File: config.mk
export PLATFORM = sky130hd
export DESIGN_NAME = data_addr_gen
export DESIGN_NICKNAME = d
export VERILOG_FILES = /design/src/hdl/agu_pkg.sv /design/src/hdl/data_addr_gen.sv
export SDC_FILE = /design/constraint.sdc
export NUM_CORES = 1
export LEC_CHECK = 0
export ABC_AREA = 0
export BUFFER_PORTS_ARGS = -buffer_cell sky130_fd_sc_hd__buf_2
export CAP_MARGIN = 0
export CORE_ASPECT_RATIO = 1.1
export CORE_MARGIN = 2
export CORE_UTILIZATION = 50
export CTS_BUF_LIST = sky130_fd_sc_hd__clkbuf_8 sky130_fd_sc_hd__clkbuf_16
export DETAILED_ROUTE_END_ITERATION = 6
export PLACE_DENSITY = 0.77
export RECOVER_POWER = 50
export SYNTH_ARGS = -nofsm -noshare
export SYNTH_HDL_FRONTEND = slang
export SYNTH_SLANG_ARGS = --single-unit
File: constraint.sdc
create_clock -name ref_clk_i -period 7.7 [get_ports ref_clk_i]
set_clock_uncertainty 0.2 [all_clocks]
set_input_delay 0.385 -clock ref_clk_i [delete_from_list [all_inputs] [get_ports ref_clk_i]]
set_output_delay 0.385 -clock ref_clk_i [all_outputs]
set_load 0.05 [all_outputs]
File: src/hdl/agu_pkg.sv
/*
 * Shared constants and carriers for the data address generation block.
 * Assumes one core clock and a synchronous reset in the user of this package.
 */
package agu_pkg;
    localparam int EXT_W = 24;
    localparam int FILE_ADDR_W = 13;
    // register port offsets
    localparam logic [7:0] OFS_RPAGE = 8'h00;
    localparam logic [7:0] OFS_WPAGE = 8'h04;
    localparam logic [7:0] OFS_PRIO = 8'h08;
    localparam logic [7:0] OFS_SP = 8'h0C;
    // reset values and fixed figures
    localparam logic [9:0] RPAGE_RST = 10'h001;
    localparam logic [8:0] WPAGE_RST = 9'h001;
    localparam logic [15:0] SP_RST = 16'h1000;
    localparam logic [15:0] PRIO_DEFAULT = 16'h0000;
    localparam logic [15:0] PRIO_DMA_UP = 16'h0020;
    localparam logic [15:0] LOW_REGION_TOP = 16'h2FFF;
    localparam logic [15:0] STK_STEP = 16'h0002;
    // bus master indices in request and grant vectors
    localparam int M_CPU = 0;
    localparam int M_DMA = 1;
    localparam int M_DBG = 2;

    typedef enum logic [3:0] {
        EA_REG_DIRECT, EA_FILE, EA_INDIRECT, EA_POST_MOD, EA_PRE_MOD,
        EA_INDEXED, EA_LIT_OFFSET, EA_LIT5, EA_LIT8, EA_LIT16
    } ea_mode_t;
    typedef enum logic [1:0] {SRC_GENERAL, SRC_STACK, SRC_FRAME} addr_src_t;
    typedef enum logic [2:0] {DSP_INDIRECT, DSP_POST2, DSP_POST4, DSP_POST6, DSP_INDEXED} dsp_mode_t;
    typedef enum logic [2:0] {STK_NONE, STK_PUSH, STK_POP, STK_CALL, STK_EXC} stack_cmd_t;

    typedef struct packed {
        logic valid;
        logic is_write;
        ea_mode_t mode;
        addr_src_t src;
        logic frame_active;
        logic [15:0] ptr;
        logic [15:0] offset_reg;
        logic [15:0] modifier;
        logic [15:0] literal;
    } agu_req_t;
    typedef struct packed {
        logic valid;
        logic access;
        logic paged;
        logic trap;
        logic [15:0] base_ea;
        logic [EXT_W-1:0] ext_addr;
        logic [15:0] operand;
        logic upd;
        logic [15:0] ptr_new;
    } agu_rsp_t;
    typedef struct packed {
        logic valid;
        logic [3:0][15:0] ptrs;
        logic [1:0][15:0] offs;
        dsp_mode_t [1:0] mode;
        logic [1:0] sel_b;
    } dsp_req_t;
    typedef struct packed {
        logic valid;
        logic [1:0] illegal;
        logic [1:0][15:0] addr;
        logic [1:0][15:0] ptr_new;
    } dsp_rsp_t;
    typedef struct packed {
        stack_cmd_t cmd;
        logic [15:0] data;
        logic [22:0] pc;
        logic [7:0] status_low;
    } stk_req_t;
    typedef struct packed {
        logic we;
        logic re;
        logic [15:0] addr;
        logic [15:0] wdata;
    } stk_mem_t;
endpackage

File: src/hdl/data_addr_gen.sv
/*
 * Data address generation: page registers and translation, effective address
 * forming, dual prefetch pointers, software stack and data memory arbitration.
 * Assumes all inputs synchronous to ref_clk_i and a one-cycle register master.
 */
// Chosen here: the address map and the address-and-strobe port.
// Notes on behaviour
// low base region always reachable as page zero
// both page registers reset to one
// upper half with page zero traps
// writing zero to a page register ignored
// other pages only through upper half
// page n maps linearly at (n mod 512) times 32K
// arbiter grants only the highest requester
// default order cpu, dma, debug
// priority setting takes only two values
// stack pointer bit zero always zero
// stack pointer resets to 0x1000
// push writes then increments, pop decrements first
// pc low word first, upper word zero-extended
// exception packs status low byte with pc
// stack and active frame pointer never paged
// file register address from 13-bit field
// indirect, pre/post modify, indexed, literal offset
// first operand register, second register/memory/literal
// one shared offset register field per move
// indexed mode and 8/16-bit literals for moves
// first pointer pair x, second pair y
// prefetch modes; indexed only on second pointer
// read address from nine page bits, 15 ea bits
// read page ten bits, write page nine bits
// arbitration re-evaluated every cycle
module data_addr_gen
    import agu_pkg::*;
(
    // clock, reset, enable
    input wire logic ref_clk_i,
    input wire logic rst_i,
    input wire logic ce_i,
    // register port
    input wire logic [7:0] reg_addr_i,
    input wire logic [15:0] reg_wdata_i,
    input wire logic reg_we_i,
    input wire logic reg_re_i,
    output logic [15:0] reg_rdata_o,
    // effective address generation
    input wire agu_req_t agu_req_i,
    output agu_rsp_t agu_rsp_o,
    // dual prefetch
    input wire dsp_req_t dsp_req_i,
    output dsp_rsp_t dsp_rsp_o,
    // software stack
    input wire stk_req_t stk_req_i,
    output stk_mem_t stk_mem_o,
    output logic stk_busy_o,
    output logic [15:0] sp_o,
    // data memory arbitration
    input wire logic [2:0] mem_req_i,
    output logic [2:0] mem_gnt_o
);
    typedef enum logic {PH_IDLE, PH_PC_HI} stk_phase_t;
    typedef struct packed {
        logic [9:0] rpage;
        logic [8:0] wpage;
        logic [15:0] prio;
        logic [15:0] sp;
        stk_phase_t phase;
        logic [15:0] hi_word;
        logic [15:0] rdata;
        agu_rsp_t agu;
        dsp_rsp_t dsp;
        stk_mem_t mem;
        logic busy;
        logic [2:0] gnt;
    } state_t;

    state_t q;
    state_t d;

    always_comb begin
        logic [15:0] ea;
        logic [9:0] page;
        logic [15:0] ptr;
        logic [15:0] step;
        ea = 16'h0000;
        page = 10'h000;
        ptr = 16'h0000;
        step = 16'h0000;
        d = q;

        // stack: the upper pc word goes out in the cycle after the low word
        d.mem = '0;
        d.busy = 1'b0;
        unique case (q.phase)
            PH_IDLE: begin
                unique case (stk_req_i.cmd)
                    STK_NONE: begin
                    end
                    STK_PUSH: begin
                        d.mem.we = 1'b1;
                        d.mem.addr = q.sp;
                        d.mem.wdata = stk_req_i.data;
                        d.sp = q.sp + STK_STEP;
                    end
                    STK_POP: begin
                        d.mem.re = 1'b1;
                        d.mem.addr = q.sp - STK_STEP;
                        d.sp = q.sp - STK_STEP;
                    end
                    STK_CALL, STK_EXC: begin
                        d.mem.we = 1'b1;
                        d.mem.addr = q.sp;
                        d.mem.wdata = stk_req_i.pc[15:0];
                        d.sp = q.sp + STK_STEP;
                        d.phase = PH_PC_HI;
                        d.busy = 1'b1;
                        if (stk_req_i.cmd == STK_EXC) begin
                            d.hi_word = {stk_req_i.status_low, 1'b0, stk_req_i.pc[22:16]};
                        end else begin
                            d.hi_word = {9'h000, stk_req_i.pc[22:16]};
                        end
                    end
                endcase
            end
            PH_PC_HI: begin
                d.mem.we = 1'b1;
                d.mem.addr = q.sp;
                d.mem.wdata = q.hi_word;
                d.sp = q.sp + STK_STEP;
                d.phase = PH_IDLE;
            end
        endcase

        // register port; a software stack pointer write wins over a stack move
        d.rdata = 16'h0000;
        if (reg_re_i) begin
            if (reg_addr_i == OFS_RPAGE) begin
                d.rdata = {6'h00, q.rpage};
            end else if (reg_addr_i == OFS_WPAGE) begin
                d.rdata = {7'h00, q.wpage};
            end else if (reg_addr_i == OFS_PRIO) begin
                d.rdata = q.prio;
            end else if (reg_addr_i == OFS_SP) begin
                d.rdata = q.sp;
            end
        end
        if (reg_we_i) begin
            if (reg_addr_i == OFS_RPAGE && reg_wdata_i[9:0] != 10'h000) begin
                d.rpage = reg_wdata_i[9:0];
            end
            if (reg_addr_i == OFS_WPAGE && reg_wdata_i[8:0] != 9'h000) begin
                d.wpage = reg_wdata_i[8:0];
            end
            // reserved settings are dropped so the order stays defined
            if (reg_addr_i == OFS_PRIO && (reg_wdata_i == PRIO_DEFAULT || reg_wdata_i == PRIO_DMA_UP)) begin
                d.prio = reg_wdata_i;
            end
            if (reg_addr_i == OFS_SP) begin
                d.sp = {reg_wdata_i[15:1], 1'b0};
            end
        end

        // effective address; offset_reg is the one field shared by source and destination
        d.agu = '0;
        d.agu.valid = agu_req_i.valid;
        d.agu.access = 1'b1;
        unique case (agu_req_i.mode)
            EA_REG_DIRECT: begin
                d.agu.access = 1'b0;
                d.agu.operand = agu_req_i.ptr;
            end
            EA_FILE: ea = {3'b000, agu_req_i.literal[FILE_ADDR_W-1:0]};
            EA_INDIRECT: ea = agu_req_i.ptr;
            EA_POST_MOD: begin
                ea = agu_req_i.ptr;
                d.agu.upd = 1'b1;
                d.agu.ptr_new = agu_req_i.ptr + agu_req_i.modifier;
            end
            EA_PRE_MOD: begin
                ea = agu_req_i.ptr + agu_req_i.modifier;
                d.agu.upd = 1'b1;
                d.agu.ptr_new = ea;
            end
            EA_INDEXED: ea = agu_req_i.ptr + agu_req_i.offset_reg;
            EA_LIT_OFFSET: ea = agu_req_i.ptr + agu_req_i.literal;
            EA_LIT5: begin
                d.agu.access = 1'b0;
                d.agu.operand = {11'h000, agu_req_i.literal[4:0]};
            end
            EA_LIT8: begin
                d.agu.access = 1'b0;
                d.agu.operand = {8'h00, agu_req_i.literal[7:0]};
            end
            EA_LIT16: begin
                d.agu.access = 1'b0;
                d.agu.operand = agu_req_i.literal;
            end
            default: d.agu.access = 1'b0;
        endcase
        d.agu.base_ea = ea;
        page = agu_req_i.is_write ? {1'b0, q.wpage} : q.rpage;
        if (agu_req_i.src == SRC_STACK || (agu_req_i.src == SRC_FRAME && agu_req_i.frame_active)) begin
            d.agu.ext_addr = {8'h00, ea};
        end else if (!ea[15]) begin
            d.agu.ext_addr = {8'h00, ea};
        end else if (page == 10'h000) begin
            d.agu.trap = d.agu.access;
        end else begin
            d.agu.paged = d.agu.access;
            d.agu.ext_addr = {page[8:0], ea[14:0]};
        end
        if (!agu_req_i.valid) begin
            d.agu = '0;
        end

        // dual prefetch: space 0 is x, space 1 is y
        d.dsp = '0;
        d.dsp.valid = dsp_req_i.valid;
        for (int s = 0; s < 2; s++) begin
            ptr = dsp_req_i.ptrs[2*s + int'(dsp_req_i.sel_b[s])];
            step = 16'h0000;
            d.dsp.addr[s] = ptr;
            unique case (dsp_req_i.mode[s])
                DSP_INDIRECT: step = 16'h0000;
                DSP_POST2: step = 16'h0002;
                DSP_POST4: step = 16'h0004;
                DSP_POST6: step = 16'h0006;
                DSP_INDEXED: begin
                    d.dsp.addr[s] = ptr + dsp_req_i.offs[s];
                    d.dsp.illegal[s] = !dsp_req_i.sel_b[s];
                end
                default: d.dsp.illegal[s] = 1'b1;
            endcase
            d.dsp.ptr_new[s] = ptr + step;
        end
        if (!dsp_req_i.valid) begin
            d.dsp = '0;
        end

        // arbitration, decided afresh each cycle; losers just ask again
        d.gnt = 3'b000;
        if (q.prio == PRIO_DMA_UP) begin
            if (mem_req_i[M_DMA]) d.gnt[M_DMA] = 1'b1;
            else if (mem_req_i[M_CPU]) d.gnt[M_CPU] = 1'b1;
            else if (mem_req_i[M_DBG]) d.gnt[M_DBG] = 1'b1;
        end else begin
            if (mem_req_i[M_CPU]) d.gnt[M_CPU] = 1'b1;
            else if (mem_req_i[M_DMA]) d.gnt[M_DMA] = 1'b1;
            else if (mem_req_i[M_DBG]) d.gnt[M_DBG] = 1'b1;
        end
    end

    always_ff @(posedge ref_clk_i) begin
        if (rst_i) begin
            q <= '0;
            q.rpage <= RPAGE_RST;
            q.wpage <= WPAGE_RST;
            q.sp <= SP_RST;
            q.prio <= PRIO_DEFAULT;
        end else if (ce_i) begin
            q <= d;
        end
    end

    assign reg_rdata_o = q.rdata;
    assign agu_rsp_o = q.agu;
    assign dsp_rsp_o = q.dsp;
    assign stk_mem_o = q.mem;
    assign stk_busy_o = q.busy;
    assign sp_o = q.sp;
    assign mem_gnt_o = q.gnt;
endmodule

==> results of run 1 <==
==> flip-flops by register name, indices dropped and copies added (netlist names) <==
signal,cells
stk_mem_o,34
reg_rdata_o,16
sp_o,15
mem_gnt_o,3
agu_rsp_o,77
dsp_rsp_o,67
q,51
==> per-layer routing <==
| metal | vias to the layer above | wire, µm |
|---|---|---|
| li1 | 7921 | - |
| met1 | 8068 | 23600 |
| met2 | 876 | 27900 |
| met3 | 173 | 4940 |
| met4 | 4 | 2760 |
| met5 | - | 26 |
==> logic make-up after synthesis <==
group                    after synthesis  share of synthesized area (%)
XOR/XNOR                              79                           3.99
buffers and inverters                382                           13.0
flip-flops                           263                           30.4
AO/OA/AOI/OAI                        570                           22.4
adder cells (fa/ha/maj)               76                           5.75
multiplexers                         113                           6.81
other                                  1                         0.0216
AND/OR/NAND/NOR                      659                           17.6
==> synthesized netlist by cell type (10+ instances only) <==
cell and instances:
sky130_fd_sc_hd__buf_4 216, sky130_fd_sc_hd__a32o_1 16, sky130_fd_sc_hd__buf_1 15, sky130_fd_sc_hd__a21oi_1 145
sky130_fd_sc_hd__nor2_1 239, sky130_fd_sc_hd__dfxtp_1 263, sky130_fd_sc_hd__o21a_1 14, sky130_fd_sc_hd__xnor2_1 57
sky130_fd_sc_hd__a22o_1 29, sky130_fd_sc_hd__a222oi_1 16, sky130_fd_sc_hd__o211ai_1 24, sky130_fd_sc_hd__o21ai_0 97
sky130_fd_sc_hd__a32oi_1 10, sky130_fd_sc_hd__a31oi_1 11, sky130_fd_sc_hd__nor2b_1 19, sky130_fd_sc_hd__nor3_1 41
sky130_fd_sc_hd__nor4_1 20, sky130_fd_sc_hd__nand2_1 188, sky130_fd_sc_hd__and2_1 29, sky130_fd_sc_hd__a211oi_1 22
sky130_fd_sc_hd__nand3_1 36, sky130_fd_sc_hd__xor2_1 22, sky130_fd_sc_hd__nand2b_1 14, sky130_fd_sc_hd__mux2_2 39
sky130_fd_sc_hd__a221oi_1 18, sky130_fd_sc_hd__inv_1 42, sky130_fd_sc_hd__ha_1 70, sky130_fd_sc_hd__a22oi_1 88
sky130_fd_sc_hd__clkbuf_1 102, sky130_fd_sc_hd__mux2i_1 74, sky130_fd_sc_hd__and3_1 12, sky130_fd_sc_hd__a21o_1 26
==> layout make-up <==
cell class | count | area (µm²)
antenna | 1 | 2.50
clock buffer | 39 | 863
clock inverter | 14 | 170
fill | 3243 | 14800
inverter | 42 | 159
multi-input combinational | 1498 | 9820
sequential | 263 | 5270
tap | 438 | 548
timing repair buffer | 524 | 2590
==> how the worst max path moves through the flow <==
stage / to / slack, ns / cells after the start
after floorplan: agu_rsp_o[47]$_SDFFE_PP0P_ / 3.78 / 15
after global placement: agu_rsp_o[47]$_SDFFE_PP0P_ / 3.18 / 14
after detailed placement: agu_rsp_o[47]$_SDFFE_PP0P_ / 3.21 / 14
after CTS: agu_rsp_o[47]$_SDFFE_PP0P_ / 3.79 / 14
after global routing: stk_mem_o[7]$_SDFFE_PP0P_ / 2.05 / 8
final: stk_mem_o[7]$_SDFFE_PP0P_ / 2.34 / 8
==> worst max-delay path: stages <==
cell and delay [ns]:
sky130_fd_sc_hd__dlygate4sd3_1 0.54, sky130_fd_sc_hd__clkbuf_1 0.20, sky130_fd_sc_hd__clkinvlp_2 0.77, sky130_fd_sc_hd__clkbuf_1 2.00, sky130_fd_sc_hd__buf_4 0.78, sky130_fd_sc_hd__a32oi_1 0.12
sky130_fd_sc_hd__a21oi_1 0.19, sky130_fd_sc_hd__dlygate4sd3_1 0.57
==> power groups by stage <==
| stage | Combinational [mW] | Clock, mW | Sequential [mW] |
|---|---|---|---|
| after floorplan | 0.676 | 0 | 1.45 |
| after detailed placement | 0.877 | 0 | 1.46 |
| final | 0.905 | 1.50 | 1.44 |
| after global routing | 0.973 | 1.56 | 1.44 |
| after global placement | 0.868 | 0 | 1.46 |
| after CTS | 0.899 | 1.52 | 1.43 |
==> through the flow <==
step	utilization, %	worst slack [ns]	hold WS [ns]	total power [mW]	cell area [µm²]
3_3_place_gp	53.4	3.18	0.236	2.33	18300
4_1_cts	57.5	3.79	0.0144	3.85	19700
5_1_grt	56.8	2.05	0.0482	3.97	19400
3_5_place_dp	53.4	3.21	0.244	2.34	18300
6_report	56.8	2.34	0.0441	3.84	19400
2_1_floorplan	-	3.78	0.226	2.12	17300
==> summary.md, run 1 <==
| Metric | Value |
|---|---|
| Syn Std Cell Area | `17300 µm²` |
| Worst Hold Endpoint | `agu_rsp_o[30]$_SDFFE_PP0P_` |
| Final-stage net count | `2694` |
| Number of nets produced by synthesis | `2479` |
| Achievable Freq | `186 MHz` |
| Post-detailed-route count of antenna-violating nets | `0` |
| Worst hold stages | `4` |
| Worst setup path startpoint | `ce_i` |
| P_sw | `1.21 mW` |
| Clock tree from TritonCTS | `yes` |
| Leakage | `7.83 nW` |
| Commonest non-fill, non-tap cells in the layout | `sky130_fd_sc_hd__dfxtp_1, sky130_fd_sc_hd__buf_2, sky130_fd_sc_hd__nor2_1` |
| Sequential fraction of design power | `37.4%` |
| Post-CTS Hold Buffers | `38` |
| # Post-CTS Setup Buffers | `0` |
| Capturing point of the worst reg2reg path | `sp_o[15]$_SDFFE_PP0P_` |
| I/O pin count | `474` |
| Clk pin slew, worst setup/hold paths | `0.07 ns` |
| EDFF count, synth | `0` |
| Hpwl dp | `44.1 mm` |
| Max rail drop VDD | `0.181 mV` |
| Max-slew violations | `59` |
| Path depth of the worst reg2reg path | `10` |
| Count of placed standard cells including taps | `2727` |
| Mean cell area of the mapped netlist | `8.08 µm²` |
| Status | `finished with violations` |
| Total negative setup slack | `0 ns` |
| Clock buffer depth | `3` |
| Number of endpoints with negative hold slack in the final report | `0` |
| Post-route clock period utilization | `69.7%` |
| Drt first-iter violations | `1692` |
| Detailed-router iteration count before antenna repair | `7` |
| Max-slew headroom at the worst pin | `-83.4%` |
| Biggest area consumer among synthesized cells | `sky130_fd_sc_hd__dfxtp_1` |
| Power share of the clock group | `39.0%` |
| Number of storage elements in the synthesis netlist | `263` |
| Global-route wire length before repair | `89.6 mm` |
| Most common cell after layout, fill and taps aside | `sky130_fd_sc_hd__dfxtp_1` |
| Layout overhead on the synthesized area | `12.1%` |
| Failing checks | `design-rule violations, max-capacitance violations, max-slew violations` |
| Proportion of netlist area held by the largest area contributor | `30.4%` |
| Vias after detailed routing | `17000` |
| Arr. time, crit path | `5.66 ns` |
| Clk Tree Root Cell | `sky130_fd_sc_hd__clkbuf_16` |
| Kind of start point of the critical path | `primary input` |
| Number of warnings reported in the yosys synthesis log | `0` |
| Count of final setup violators | `0` |
| DRC violations left | `2` |
| Routed WL per cell | `21.0 µm` |
| Number of global-route vias before repair | `16200` |
| Launch instance of the worst register-to-register path | `sp_o[2]$_SDFFE_PP0P_` |
| TritonCTS Buffers | `29` |
| Top fanout value on the critical path | `58` |
| Final wirelength | `59.2 mm` |
| Gate count after technology mapping | `2143` |
| Yosys cell types | `81` |
| Met2 Usage GRT | `53.4%` |
| Core box area | `34200 µm²` |
| Pwr/cell area | `198 nW/µm²` |
| Slew @ Worst Pin | `2.75 ns` |
| Cts repair resizes | `0` |
| Total congestion overflow | `0` |
| Per-cell via count in the routed design | `6.05` |
| Cell Count, Final, Fillers Out | `2819` |
| Top cells by area in the synthesized netlist | `sky130_fd_sc_hd__dfxtp_1, sky130_fd_sc_hd__buf_4, sky130_fd_sc_hd__nor2_1, sky130_fd_sc_hd__ha_1, sky130_fd_sc_hd__mux2i_1` |
| Layout cell share with drive strength beyond 1 | `16.3%` |
| Gp weighted congestion | `1.05` |
| Kind of path behind the tightest hold check | `in2reg` |
| Switching portion of total power | `31.5%` |
| P_int | `2.63 mW` |
| Share of total power in combinational logic | `23.6%` |
| Peak-usage layer in the global routing report | `met2` |
| Most used flip-flop cell after synthesis | `sky130_fd_sc_hd__dfxtp_1` |
| Max-capacitance violation count | `1` |
| Start point of the worst min-delay path | `agu_req_i[13]` |
| All-layer global routing usage | `31.2%` |
| Antenna violations before repair | `3` |
| Routing usage on met3 | `5.18%` |
| Asr flop ratio synth | `0%` |
| Horiz. Die Dim | `181 µm` |
| Total of buffers placed on input and output ports | `472` |
| Type of the worst setup path | `in2reg` |
| Die area | `36200 µm²` |
| Row Count | `71` |
| Clock tree sinks | `263` |
| Die Span Y | `199 µm` |
| Worst-skew pair later-pin latency | `0.55 ns` |
| Element type at the critical path end | `register` |
| Effective utilization at floorplan | `50.6%` |
| Setup repair after global routing missed its margin | `false` |
| Largest net degree at the start of global routing | `89` |
| Proportion of synthesized chip area in sequential cells | `30.4%` |
| Met1 usage | `39.1%` |
| Minimum clock period after layout | `5.36 ns` |
| Register-to-register path setup slack | `4.50 ns` |
| Required time at the worst-slack endpoint | `7.99 ns` |
| Depth of the CTS H-tree | `1` |
No activity file was read; power rests on OpenSTA's default activity.
==> run 2, diff against run 1 <==
Settings changed: ABC_AREA 0 to 1, PLACE_DENSITY 0.77 to 0.76.
Clock period 7.7 ns to 5.36 ns, I/O delays scaled along.
==> run 2 against run 1 <==
The run ends with max-capacitance violations, max-slew violations left. Register-to-register slack got worse by 2.2 ns. Clock-buffer cell count decreased by 6. Clock power increased by 41%. Critical path depth decreased by 2. Critical path type unchanged. Die area increased by 8.1%. First-iteration DRC count decreased by 0.24%. Sequential share of layout area decreased by 2.7 points. Combinational power increased by 57%. Total power increased by 46%. Worst hold slack got worse by 0.033 ns. Critical endpoint is now stk_mem_o[6]$_SDFFE_PP0P_.
==> summary.md, run 2 <==
| Metric | Value |
|---|---|
| Total negative setup slack | `0 ns (unchanged)` |
| Clock buffer depth | `3 (unchanged)` |
| Total congestion overflow | `0 (unchanged)` |
| Dpl cell area | `19600 µm² (was 18300 µm²)` |
| Required time at the worst-slack endpoint | `5.67 ns (was 7.99 ns)` |
| Most common cell after layout, fill and taps aside | `sky130_fd_sc_hd__nand2_1 (was sky130_fd_sc_hd__dfxtp_1)` |
| Gate count after technology mapping | `2840 (was 2143)` |
| Top-count cell post-synth | `sky130_fd_sc_hd__nand2_1 (was sky130_fd_sc_hd__dfxtp_1)` |
| Element type at the critical path end | `register (unchanged)` |
| Core box area | `37000 µm² (was 34200 µm²)` |
| Status | `finished with violations (unchanged)` |
| Count of placed standard cells including taps | `3488 (was 2727)` |
| Slew @ Worst Pin | `2.56 ns (was 2.75 ns)` |
| Cell Count, Final, Fillers Out | `3661 (was 2819)` |
| Post-detailed-route count of antenna-violating nets | `0 (unchanged)` |
| P_sw | `1.91 mW (was 1.21 mW)` |
| Horiz. Die Dim | `189 µm (was 181 µm)` |
| Post-route cell area | `21600 µm² (was 19400 µm²)` |
| I/O pin count | `474 (unchanged)` |
| Top fanout value on the critical path | `55 (was 58)` |
| DRC violations left | `0 (was 2)` |
| Number of endpoints with negative hold slack in the final report | `0 (unchanged)` |
| Worst-skew pair later-pin latency | `0.59 ns (was 0.55 ns)` |
| Footprint of the multi-input gates | `9950 µm² (was 9820 µm²)` |
| Kind of path behind the tightest hold check | `in2reg (unchanged)` |
| Proportion of netlist area held by the largest area contributor | `28.1% (was 30.4%)` |
| Failing checks | `max-capacitance violations, max-slew violations (was design-rule violations, max-capacitance violations, max-slew violations)` |
| Antenna violations before repair | `3 (unchanged)` |
| Yosys cell types | `66 (was 81)` |
| Max-slew headroom at the worst pin | `-70.4% (was -83.4%)` |
| Die Span Y | `207 µm (was 199 µm)` |
| Filler Cell Count | `3639 (was 3243)` |
| Total of buffers placed on input and output ports | `472 (unchanged)` |
| Minimum clock period after layout | `3.67 ns` |
| Cell with the largest stage delay on the worst path | `sky130_fd_sc_hd__clkbuf_1 (unchanged)` |
| Largest net degree at the start of global routing | `103 (was 89)` |
| Number of nets produced by synthesis | `3176 (was 2479)` |
| CP delay by family, top | `buffers and inverters (unchanged)` |
| Depth of the CTS H-tree | `1 (unchanged)` |
| Start point of the worst min-delay path | `dsp_req_i[48] (was agu_req_i[13])` |
| Pre-CTS setup slack | `1.69 ns (was 3.21 ns)` |
| CP bufs+invs | `4 (was 6)` |
| Storage element area | `5270 µm² (unchanged)` |
| Pwr/cell area | `260 nW/µm² (was 198 nW/µm²)` |
| Top cells by instance count after synthesis | `sky130_fd_sc_hd__nand2_1, sky130_fd_sc_hd__inv_1, sky130_fd_sc_hd__a21oi_1 (was sky130_fd_sc_hd__dfxtp_1, sky130_fd_sc_hd__nor2_1, sky130_fd_sc_hd__buf_4)` |
| Clock tree sinks | `263 (unchanged)` |
| Capturing point of the worst reg2reg path | `sp_o[5]$_SDFFE_PP0P_ (was sp_o[15]$_SDFFE_PP0P_)` |
| Highest cell delay on the worst timing path | `1.86 ns (was 2.00 ns)` |
| Launch instance of the worst register-to-register path | `q[214]$_SDFFE_PP0P_ (was sp_o[2]$_SDFFE_PP0P_)` |
| Max-slew violations | `120 (was 59)` |
| Kind of start point of the critical path | `primary input (unchanged)` |
| Setup repair after global routing missed its margin | `false (unchanged)` |
| Register-to-register path setup slack | `2.30 ns (was 4.50 ns)` |
| Power share of the clock group | `37.9% (was 39.0%)` |
| Gp weighted congestion | `0.965 (was 1.05)` |
| Flip-flop count of the largest register, all copies and words added | `77 (unchanged)` |
| Hpwl dp | `50.5 mm (was 44.1 mm)` |
| Switching portion of total power | `34.0% (was 31.5%)` |
| Type of the worst setup path | `in2reg (unchanged)` |
| Mean cell area of the mapped netlist | `6.60 µm² (was 8.08 µm²)` |
| Global-route wire length before repair | `105 mm (was 89.6 mm)` |
| Post-layout util | `58.3% (was 56.8%)` |
| Number of storage elements in the synthesis netlist | `263 (unchanged)` |
| Share of total power in combinational logic | `25.4% (was 23.6%)` |
| Worst hold stages | `5 (was 4)` |
| Count of final setup violators | `0 (unchanged)` |
| Number of warnings reported in the yosys synthesis log | `0 (unchanged)` |
| Clk Tree Root Cell | `sky130_fd_sc_hd__clkbuf_16 (unchanged)` |
| TritonCTS Buffers | `29 (unchanged)` |
| Path depth of the worst reg2reg path | `6 (was 10)` |
| Layout overhead on the synthesized area | `15.1% (was 12.1%)` |
| Detailed-router iteration count before antenna repair | `5 (was 7)` |
| Effective utilization at floorplan | `50.6% (about the same)` |
| P_int | `3.70 mW (was 2.63 mW)` |
| Final-stage net count | `3482 (was 2694)` |
| Routed WL per cell | `18.7 µm (was 21.0 µm)` |
| Clock tree from TritonCTS | `yes (unchanged)` |
| Arr. time, crit path | `3.98 ns (was 5.66 ns)` |
| Number of global-route vias before repair | `19300 (was 16200)` |
| EDFF count, synth | `0 (unchanged)` |
| Top cells by area in the synthesized netlist | `sky130_fd_sc_hd__dfxtp_1, sky130_fd_sc_hd__nand2_1, sky130_fd_sc_hd__buf_4, sky130_fd_sc_hd__a21oi_1, sky130_fd_sc_hd__inv_1 (was sky130_fd_sc_hd__dfxtp_1, sky130_fd_sc_hd__buf_4, sky130_fd_sc_hd__nor2_1, sky130_fd_sc_hd__ha_1, sky130_fd_sc_hd__mux2i_1)` |
| Sequential fraction of design power | `36.7% (was 37.4%)` |
| Max-capacitance violation count | `2 (was 1)` |
| Most used flip-flop cell after synthesis | `sky130_fd_sc_hd__dfxtp_1 (unchanged)` |
| Proportion of synthesized chip area in sequential cells | `28.1% (was 30.4%)` |
| Cts repair resizes | `0 (unchanged)` |
| Clk pin slew, worst setup/hold paths | `0.06 ns (was 0.07 ns)` |
| Per-cell via count in the routed design | `5.54 (was 6.05)` |
| Vias after detailed routing | `20300 (was 17000)` |
| Biggest area consumer among synthesized cells | `sky130_fd_sc_hd__dfxtp_1 (unchanged)` |
| Post-route clock period utilization | `68.5%` |
| Final wirelength | `68.4 mm (was 59.2 mm)` |
| Max rail drop VDD | `0.234 mV (was 0.181 mV)` |
| Die area | `39100 µm² (was 36200 µm²)` |
| Syn Std Cell Area | `18800 µm² (was 17300 µm²)` |
| Post-route worst setup slack | `1.69 ns (was 2.34 ns)` |
| Asr flop ratio synth | `0% (unchanged)` |
| All-layer global routing usage | `33.5% (was 31.2%)` |
| Commonest non-fill, non-tap cells in the layout | `sky130_fd_sc_hd__nand2_1, sky130_fd_sc_hd__inv_1, sky130_fd_sc_hd__a21oi_1 (was sky130_fd_sc_hd__dfxtp_1, sky130_fd_sc_hd__buf_2, sky130_fd_sc_hd__nor2_1)` |
| Worst Hold Endpoint | `dsp_rsp_o[8]$_SDFFE_PP0P_ (was agu_rsp_o[30]$_SDFFE_PP0P_)` |
| Critical Path, Cell by Cell | `dlygate4sd3_1 > clkbuf_1 > inv_6 > clkbuf_1 > a21oi_1 > a21oi_1 (was dlygate4sd3_1 > clkbuf_1 > clkinvlp_2 > clkbuf_1 > buf_4 > a32oi_1 > a21oi_1 > dlygate4sd3_1)` |
| Leakage | `9.89 nW (was 7.83 nW)` |
| Row Count | `74 (was 71)` |
| Achievable Freq | `272 MHz` |
| Layout cell share with drive strength beyond 1 | `13.3% (was 16.3%)` |
| Drt first-iter violations | `1688 (was 1692)` |
## run 2: changes by cell type after synthesis, sizes merged, moves of 29 or more
cell / previous run / this run
o21ai: 101 / 169
nand3: 36 / 167
a21oi: 145 / 328
mux2: 39 / 1
nand2: 188 / 711
xnor2: 57 / 10
o22ai: 1 / 34
mux2i: 74 / 0
nand4: 9 / 41
inv: 42 / 366
a22oi: 88 / 0
clkbuf: 102 / 73
nor2: 240 / 157
and2: 32 / 1
## run 2: worst max-delay path by stage
| stage | start | to | slack [ns] | cells after the start |
|---|---|---|---|---|
| 2_1_floorplan | dsp_req_i[1] | dsp_rsp_o[58]$_SDFFE_PP0P_ | 2.70 | 14 |
| 3_3_place_gp | agu_req_i[68] | agu_rsp_o[41]$_SDFFE_PP0P_ | 1.68 | 16 |
| 3_5_place_dp | agu_req_i[68] | agu_rsp_o[44]$_SDFFE_PP0P_ | 1.69 | 17 |
| 4_1_cts | agu_req_i[68] | agu_rsp_o[44]$_SDFFE_PP0P_ | 2.27 | 17 |
| 5_1_grt | ce_i | stk_mem_o[6]$_SDFFE_PP0P_ | 1.38 | 6 |
| 6_report | ce_i | stk_mem_o[6]$_SDFFE_PP0P_ | 1.69 | 6 |
## run 2: metrics by stage
| stage | hold slack [ns] | total power, mW |
|---|---|---|
| after floorplan | 0.198 | 3.09 |
| after global routing | 0.0295 | 5.85 |
| after global placement | 0.224 | 3.42 |
| after CTS | 0.000103 | 5.61 |
| final | 0.0114 | 5.61 |
| after detailed placement | 0.228 | 3.43 |
## run 2: worst min-delay path: cells and delay by family
family | cells | cell delay [ns]
AO/OA/AOI/OAI | 2 | 0.24
AND/OR/NAND/NOR | 2 | 0.16
buffers and inverters | 1 | 0.09
## run 2: what timing repair did
action / CTS / global route
buffers inserted: 0 / 0
hold buffers: 121 / 0
hold endpoints to repair: 108 / 0
## run 2: final cells by class
cell class / count / share of cell area (%)
antenna: 1 / 0.0116
clock buffer: 33 / 3.62
clock inverter: 18 / 0.980
inverter: 368 / 6.44
multi-input combinational: 1884 / 46.1
sequential: 263 / 24.4
tap: 494 / 2.86
timing repair buffer: 600 / 15.6
## run 2: cell families after synthesis
group | count (synthesis) | synth area share [%]
AO/OA/AOI/OAI | 629 | 19.1
XOR/XNOR | 35 | 1.63
adder cells (fa/ha/maj) | 76 | 5.31
buffers and inverters | 693 | 18.8
flip-flops | 263 | 28.1
multiplexers | 1 | 0.0600
other | 1 | 0.0200
AND/OR/NAND/NOR | 1142 | 27.0
## run 2: power groups by stage
stage | logic (mW) | registers [mW] | clock network, mW
after floorplan | 1.01 | 2.08 | 0
after global placement | 1.32 | 2.09 | 0
after global routing | 1.55 | 2.06 | 2.24
final | 1.42 | 2.06 | 2.12
after CTS | 1.41 | 2.05 | 2.15
after detailed placement | 1.33 | 2.10 | 0
## run 2: layer usage
layer	part of all wire [%]	global-route usage, %	vias up
li1	-	-	9682
met1	39	39.5	9365
met2	48	58.2	1020
met3	8.0	6.03	227
met4	5.6	16.9	4
met5	0.039	0	-
